File: config.mk
export PLATFORM = sky130hd
export DESIGN_NAME = pst_translator
export DESIGN_NICKNAME = d
export VERILOG_FILES = /design/src/core/pst_translator.v /design/src/core/pst_mode_ctrl.v /design/src/core/pst_seg_decode.v
export VERILOG_INCLUDE_DIRS = /design/src /design/src/core
export SDC_FILE = /design/constraint.sdc
export NUM_CORES = 1
export LEC_CHECK = 0
export BUFFER_PORTS_ARGS = -buffer_cell sky130_fd_sc_hd__buf_2
export CORE_UTILIZATION = 34
export DETAILED_ROUTE_END_ITERATION = 7
export SYNTH_ARGS = -nofsm -noshare
export SYNTH_HDL_FRONTEND = slang
export SYNTH_HIERARCHICAL = 1
export SYNTH_SLANG_ARGS = --single-unit
File: constraint.sdc
create_clock -name CLK_I -period 2.3 [get_ports CLK_I]
set_input_delay 0.115 -clock CLK_I [delete_from_list [all_inputs] [get_ports CLK_I]]
set_output_delay 0.115 -clock CLK_I [all_outputs]
set_load 0.02 [all_outputs]
File: src/core/pst_map.vh
// constants for the privilege mode segment translator
`ifndef PST_MAP_VH
`define PST_MAP_VH
`define PST_MODE_USER 2'h0
`define PST_MODE_KERNEL 2'h1
`define PST_MODE_DEBUG 2'h2
`define PST_SEG_USER 3'h0
`define PST_SEG_KA 3'h1
`define PST_SEG_KB 3'h2
`define PST_SEG_KC 3'h3
`define PST_SEG_KD 3'h4
`define PST_TGT_MEM 2'h0
`define PST_TGT_PROBE 2'h1
`define PST_TGT_DREG 2'h2
`define PST_KA_BASE 32'h80000000
`define PST_KB_BASE 32'hA0000000
`define PST_OVL_HI 12'hFF2
`define PST_OVL_REG 12'hFF3
`define PST_KH_MSB 30
`define PST_KH_LSB 28
`define PST_KU_MSB 27
`define PST_KU_LSB 25
`define PST_K0_MSB 2
`define PST_K0_LSB 0
`define PST_UNCACHED 3'h2
`define PST_SIZE_WORD 2'h2
`endif

File: src/core/pst_translator.v
// privilege mode segment translator top
// Operation
// - user mode: user bit set, exception and error bits clear, not debug
// - kernel mode: not debug and user bit clear or exception or error set
// - user access with address bit 31 set raises address error
// - kernel mode picks region from address top bits
// - region A unmapped, minus 0x80000000, low kernel cache attribute
// - region B unmapped, minus 0xA0000000, uncached
// - regions C and D translate identically
// - error level set makes user region unmapped, uncached, identity
// - mapped regions use high kernel and user attributes; no write protection
// - core uncached internally, attribute still forwarded to system
// - reset and any exception except debug exception enter kernel mode
// - exception sets level bits; return clears error, exception if error clear
// - debug exception enters debug mode with overlay in region D
// - overlay switchable in debug mode; off gives plain region D
// - probe window maps to probe offsets, always uncached
// - register window maps onto debug registers
// - register window: normal-memory load/store to D, else debug registers
// - probe window: normal-memory load/store to D, else probe, present bit or not
// - probe window reference without probe present stalls until probe answers
// - writes to unimplemented debug registers ignored
// - debug register window accepts word transactions only
// - in debug mode kernel-faulting access raises debug exception instead
// - cache fields at config bits 30:28, 27:25, 2:0
// - error level bit set after reset, soft reset or nmi
`timescale 1ns/1ps
`default_nettype none
`include "pst_map.vh"
module pst_translator
(
	input wire CLK_I,
	input wire RST_I,
	input wire USER_PRIVILEGE_BIT_I,
	input wire EXC_I,
	input wire ERR_EXC_I,
	input wire EXCEPTION_RETURN_OP_I,
	input wire [31:0] EXCEPTION_RETURN_PC_I,
	input wire NMI_I,
	input wire SOFT_RESET_I,
	input wire DEBUG_EXC_I,
	input wire DEBUG_RETURN_I,
	input wire [31:0] CONFIG_I,
	input wire LOAD_STORE_NORMAL_MEMORY_BIT_I,
	input wire PROBE_PRESENT_BIT_I,
	input wire OVERLAY_ENABLE_I,
	input wire REQ_VALID_I,
	input wire REQ_FETCH_I,
	input wire REQ_WRITE_I,
	input wire [1:0] REQ_SIZE_I,
	input wire [31:0] REQ_VADDR_I,
	input wire DREG_IMPL_I,
	input wire PROBE_ACK_I,
	output wire REQ_STALL_O,
	output reg RESP_VALID_O,
	output reg [31:0] PADDR_O,
	output reg [2:0] CACHE_ATTR_O,
	output reg [1:0] TARGET_O,
	output reg WRITE_O,
	output reg ADDR_ERR_O,
	output reg DEBUG_ADDR_EXC_O,
	output reg REDIRECT_VALID_O,
	output reg [31:0] REDIRECT_PC_O,
	output wire EXCEPTION_LEVEL_BIT_O,
	output wire ERROR_LEVEL_BIT_O,
	output wire DEBUG_MODE_FLAG_O,
	output wire [1:0] MODE_O,
	output wire INTERNAL_CACHED_O
);
	//--------------------------------------------------
	// mode state
	//--------------------------------------------------
	wire [1:0] mode;
	wire exception_level_bit;
	wire error_level_bit;
	wire dm;
	pst_mode_ctrl u_mode
	(
		.clk_i(CLK_I),
		.rst_i(RST_I),
		.user_privilege_bit_i(USER_PRIVILEGE_BIT_I),
		.exc_i(EXC_I),
		.err_exc_i(ERR_EXC_I),
		.exception_return_op_i(EXCEPTION_RETURN_OP_I),
		.nmi_i(NMI_I),
		.soft_reset_i(SOFT_RESET_I),
		.debug_exc_i(DEBUG_EXC_I),
		.debug_return_i(DEBUG_RETURN_I),
		.exception_level_bit_o(exception_level_bit),
		.error_level_bit_o(error_level_bit),
		.debug_mode_flag_o(dm),
		.mode_o(mode)
	);
	assign EXCEPTION_LEVEL_BIT_O = exception_level_bit;
	assign ERROR_LEVEL_BIT_O = error_level_bit;
	assign DEBUG_MODE_FLAG_O = dm;
	assign MODE_O = mode;
	// no caches inside; attribute only travels outward
	assign INTERNAL_CACHED_O = 1'b0;

	//--------------------------------------------------
	// segment decode
	//--------------------------------------------------
	wire [2:0] seg;
	wire [31:0] seg_paddr;
	wire [2:0] seg_attr;
	pst_seg_decode u_seg
	(
		.vaddr_i(REQ_VADDR_I),
		.config_i(CONFIG_I),
		.error_level_bit_i(error_level_bit),
		.seg_o(seg),
		.paddr_o(seg_paddr),
		.cache_attr_o(seg_attr)
	);

	//--------------------------------------------------
	// debug overlay steering
	//--------------------------------------------------
	wire in_ovl_probe;
	wire in_ovl_reg;
	wire ovl_on;
	wire to_normal;
	wire probe_wait;
	assign ovl_on = (mode == `PST_MODE_DEBUG) && OVERLAY_ENABLE_I;
	assign in_ovl_probe = ovl_on && (REQ_VADDR_I[31:20] == `PST_OVL_HI);
	assign in_ovl_reg = ovl_on && (REQ_VADDR_I[31:20] == `PST_OVL_REG);
	assign to_normal = !REQ_FETCH_I && LOAD_STORE_NORMAL_MEMORY_BIT_I;
	// reference hangs until probe answers, present bit or not
	assign probe_wait = REQ_VALID_I && in_ovl_probe && !to_normal && !PROBE_ACK_I;
	assign REQ_STALL_O = probe_wait;

	//--------------------------------------------------
	// response register
	//--------------------------------------------------
	always @(posedge CLK_I or posedge RST_I)
	begin
		if (RST_I)
		begin
			RESP_VALID_O <= 1'b0;
			PADDR_O <= 32'h00000000;
			CACHE_ATTR_O <= 3'h0;
			TARGET_O <= `PST_TGT_MEM;
			WRITE_O <= 1'b0;
			ADDR_ERR_O <= 1'b0;
			DEBUG_ADDR_EXC_O <= 1'b0;
		end
		else
		begin
			RESP_VALID_O <= 1'b0;
			ADDR_ERR_O <= 1'b0;
			DEBUG_ADDR_EXC_O <= 1'b0;
			WRITE_O <= 1'b0;
			if (REQ_VALID_I && !probe_wait)
			begin
				PADDR_O <= seg_paddr;
				CACHE_ATTR_O <= seg_attr;
				TARGET_O <= `PST_TGT_MEM;
				WRITE_O <= REQ_WRITE_I;
				RESP_VALID_O <= 1'b1;
				if (mode == `PST_MODE_USER && REQ_VADDR_I[31])
				begin
					ADDR_ERR_O <= 1'b1;
					RESP_VALID_O <= 1'b0;
					WRITE_O <= 1'b0;
				end
				else if (in_ovl_probe && !to_normal)
				begin
					PADDR_O <= {12'h000, REQ_VADDR_I[19:0]};
					CACHE_ATTR_O <= `PST_UNCACHED;
					TARGET_O <= `PST_TGT_PROBE;
				end
				else if (in_ovl_reg && !to_normal)
				begin
					PADDR_O <= {12'h000, REQ_VADDR_I[19:0]};
					CACHE_ATTR_O <= `PST_UNCACHED;
					TARGET_O <= `PST_TGT_DREG;
					if (REQ_SIZE_I != `PST_SIZE_WORD)
					begin
						// only word transfers reach the registers
						RESP_VALID_O <= 1'b0;
						WRITE_O <= 1'b0;
					end
					else if (REQ_WRITE_I && !DREG_IMPL_I)
						WRITE_O <= 1'b0;
				end
			end
			// debug mode turns the kernel fault into a debug exception
			if (REQ_VALID_I && mode == `PST_MODE_DEBUG && in_ovl_reg && !to_normal
				&& REQ_SIZE_I != `PST_SIZE_WORD)
				DEBUG_ADDR_EXC_O <= 1'b1;
		end
	end

	//--------------------------------------------------
	// exception return redirect
	//--------------------------------------------------
	always @(posedge CLK_I or posedge RST_I)
	begin
		if (RST_I)
		begin
			REDIRECT_VALID_O <= 1'b0;
			REDIRECT_PC_O <= 32'h00000000;
		end
		else
		begin
			REDIRECT_VALID_O <= EXCEPTION_RETURN_OP_I;
			if (EXCEPTION_RETURN_OP_I)
				REDIRECT_PC_O <= EXCEPTION_RETURN_PC_I;
		end
	end
endmodule
`default_nettype wire

File: src/core/pst_mode_ctrl.v
// status bit holder and mode decode
`timescale 1ns/1ps
`default_nettype none
`include "pst_map.vh"
module pst_mode_ctrl
(
	input wire clk_i,
	input wire rst_i,
	input wire user_privilege_bit_i,
	input wire exc_i,
	input wire err_exc_i,
	input wire exception_return_op_i,
	input wire nmi_i,
	input wire soft_reset_i,
	input wire debug_exc_i,
	input wire debug_return_i,
	output reg exception_level_bit_o,
	output reg error_level_bit_o,
	output reg debug_mode_flag_o,
	output reg [1:0] mode_o
);
	always @(posedge clk_i or posedge rst_i)
	begin
		if (rst_i)
		begin
			exception_level_bit_o <= 1'b0;
			error_level_bit_o <= 1'b1;
			debug_mode_flag_o <= 1'b0;
		end
		else
		begin
			// error conditions set over a return
			if (soft_reset_i || nmi_i || err_exc_i)
				error_level_bit_o <= 1'b1;
			else if (exception_return_op_i)
				error_level_bit_o <= 1'b0;
			if (exc_i)
				exception_level_bit_o <= 1'b1;
			else if (exception_return_op_i && !error_level_bit_o)
				exception_level_bit_o <= 1'b0;
			if (debug_exc_i)
				debug_mode_flag_o <= 1'b1;
			else if (debug_return_i)
				debug_mode_flag_o <= 1'b0;
		end
	end
	always @*
	begin
		if (debug_mode_flag_o)
			mode_o = `PST_MODE_DEBUG;
		else if (user_privilege_bit_i && !exception_level_bit_o && !error_level_bit_o)
			mode_o = `PST_MODE_USER;
		else
			mode_o = `PST_MODE_KERNEL;
	end
endmodule
`default_nettype wire

File: src/core/pst_seg_decode.v
// combinational segment decode and translation
`timescale 1ns/1ps
`default_nettype none
`include "pst_map.vh"
module pst_seg_decode
(
	input wire [31:0] vaddr_i,
	input wire [31:0] config_i,
	input wire error_level_bit_i,
	output reg [2:0] seg_o,
	output reg [31:0] paddr_o,
	output reg [2:0] cache_attr_o
);
	always @*
	begin
		seg_o = `PST_SEG_USER;
		paddr_o = vaddr_i;
		cache_attr_o = config_i[`PST_KU_MSB:`PST_KU_LSB];
		if (!vaddr_i[31])
		begin
			if (error_level_bit_i)
				cache_attr_o = `PST_UNCACHED;
		end
		else
		begin
			case (vaddr_i[30:29])
			2'h0:
			begin
				seg_o = `PST_SEG_KA;
				paddr_o = vaddr_i - `PST_KA_BASE;
				cache_attr_o = config_i[`PST_K0_MSB:`PST_K0_LSB];
			end
			2'h1:
			begin
				seg_o = `PST_SEG_KB;
				paddr_o = vaddr_i - `PST_KB_BASE;
				cache_attr_o = `PST_UNCACHED;
			end
			2'h2:
			begin
				seg_o = `PST_SEG_KC;
				cache_attr_o = config_i[`PST_KH_MSB:`PST_KH_LSB];
			end
			default:
			begin
				seg_o = `PST_SEG_KD;
				cache_attr_o = config_i[`PST_KH_MSB:`PST_KH_LSB];
			end
			endcase
		end
	end
endmodule
`default_nettype wire

==> metrics.txt <==
outcome=finished, violations left; violated checks=design-rule violations; Worst slew margin=0.506; All-Layer GR Usage=0.166; Tcrit/Tclk final=0.937; CP startpoint kind=flop; commonest non-fill, non-tap cell in the layout=buf_2; full die area=between 10000 and 15000 sq um; CTS Buffer Depth=2; clk_skew=approximately 0.0061 ns; routed wire length=between 10000 and 15000 microns; first-pass GRT wire length=16600 microns; share of cells above drive strength 1=0.445; Top Ports=197; number of iterations in the first detailed-routing pass=6; worst hold stages=2; via count=3439; Final Slew Violations=0; Die Span Y=~110 microns; Crit. End Element=primary output; CTS Sinks=77; MaxCap Viol Count=0; Fmax achieved=roughly 460 MHz; endpoints failing hold=0; Clock Latency Late Sink=between 0.3 and 0.4 ns; unrepaired setup endpoints after global routing=false; Multi-input gate area=approximately 1800 sq um; Setup-failing EPs final=0; worst-path fanout max=5; Total Negative Setup Slacks=0 ns; most frequent cells in the layout=buf_2 (171), dfrtp_1 (76), mux2_2 (32), nand2b_1 (24), nand2_1 (24); yosys warns=6; routability cong.=~0.76; DRT iter0 DRCs=around 140; DRC Markers=18; area of the core=11600 sq um; Layout fillers=around 1100; vias in the first global route=between 3000 and 4000; pwr dens=715 nW/um^2; CP top delay family=simple AND/OR/NAND/NOR gates; Initial Utilization=0.354; reg-to-reg slack, setup=roughly 0.37 ns; Worst Hold End=PADDR_O[22]; grt ovf=0; Mapped Nets=between 500 and 600; # rows=39; most used cell, CP=nor2_1; placed cell area=4860 sq um; worst-margin pin slew=0.741 ns; worst reg2reg path depth=7; HP Class=in -> reg; Vias/cell=around 5; post-layout min period=2.16 ns; Syn Area/Cell=approximately 10 sq um; TritonCTS buffer count=9; Critical Path RT=~2.2 ns; clk root buf=clkbuf_16; Layout Cell Area excl Fill=5250 sq um; WP data arrival=2.04 ns; Register Area=roughly 1900 sq um; critical hold path startpoint=REQ_VADDR_I[22]; Ant. Diodes=0; antenna violations before repair=0; Crit Path Class=reg -> out; Slowest cell on crit path=dfrtp_1; Die Span X=between 100 and 150 microns; VDD IR-drop max=0.359 mV; Buf/Inv on CP=1; Leak=0.00259 uW; Port Buffer Count=between 150 and 200; Post-DRT Antenna Nets=0; cells along the critical path=nor2_1 > a21oi_1 > nor2b_1 > nand3_2 > nor2_1 > and3_1 > buf_2; CP peak stage delay=0.39 ns; Syn Inst Count=roughly 400; Final nets=approximately 650; clk slew on worst S/H paths=0.06 ns; Final HPWL DP=about 7100 microns; largest net degree at the start of global routing=between 60 and 70; Cell Area, Synth=between 4000 and 5000 sq um; r2r startpoint=u_mode/exception_level_bit_o; WL per Instance=approximately 15 microns; reg2reg end=PADDR_O[28]; P&R area growth vs syn=27.9%; H-tree depth=3; TritonCTS clock tree=done; Post-CTS Setup Repair Bufs=0
[report_power, final]
group          switching, uW  internal, uW
Clock                    584           961
Combinational            386           286
Sequential              68.7          1470
[registers in the layout (all words and copies together), names as in the netlist, 2 cells and up]
name,count
CACHE_ATTR_O,3
REDIRECT_PC_O,32
PADDR_O,32
TARGET_O,2
[layer usage]
layer	share of wire	up-vias	track usage	wire length (microns)
li1	-	1663	-	-
met1	0.45	1632	0.211	4620
met2	0.45	130	0.269	4570
met3	0.070	14	0.0338	713
met4	0.024	0	0.0811	248
met5	0	-	0	0
[worst max path at each step]
stage / from / end / slack, ns / cells after the start
after floorplan: u_mode/error_level_bit_o / CACHE_ATTR_O[1] / 0.19 / 8
after global placement: u_mode/debug_mode_flag_o / PADDR_O[26] / 0.43 / 5
after detailed placement: u_mode/exception_level_bit_o / PADDR_O[28] / 0.39 / 7
after CTS: u_mode/exception_level_bit_o / REQ_STALL_O / 0.13 / 7
after global routing: u_mode/exception_level_bit_o / REQ_STALL_O / 0.01 / 7
final: u_mode/exception_level_bit_o / REQ_STALL_O / 0.14 / 7
[metrics by stage]
stage	hold slack [ns]	total power [uW]	setup WS, ns	util	cells
2_1_floorplan	-0.132	2000	0.188	-	396
4_1_cts	0.00196	3800	0.134	0.452	680
3_5_place_dp	0.00622	2240	0.387	0.418	657
5_1_grt	0.00751	3920	0.0117	0.452	680
6_report	0.0127	3760	0.144	0.452	680
3_3_place_gp	0.000854	2220	0.426	0.418	657
[layout make-up]
type | instances | area share
Tap cell | 143 | 0.0341
Clock inverter | 6 | 0.0179
Sequential cell | 77 | 0.367
Multi-Input combinational cell | 246 | 0.338
Clock buffer | 10 | 0.0436
Inverter | 11 | 0.00810
Timing Repair Buffer | 187 | 0.192
[what timing repair did]
item | in CTS | in global routing
gates resized for setup | 0 | 0
hold buffers | 7 | 0
hold endpoints to repair | 43 | 0
No activity file was read; power rests on OpenSTA's default activity.
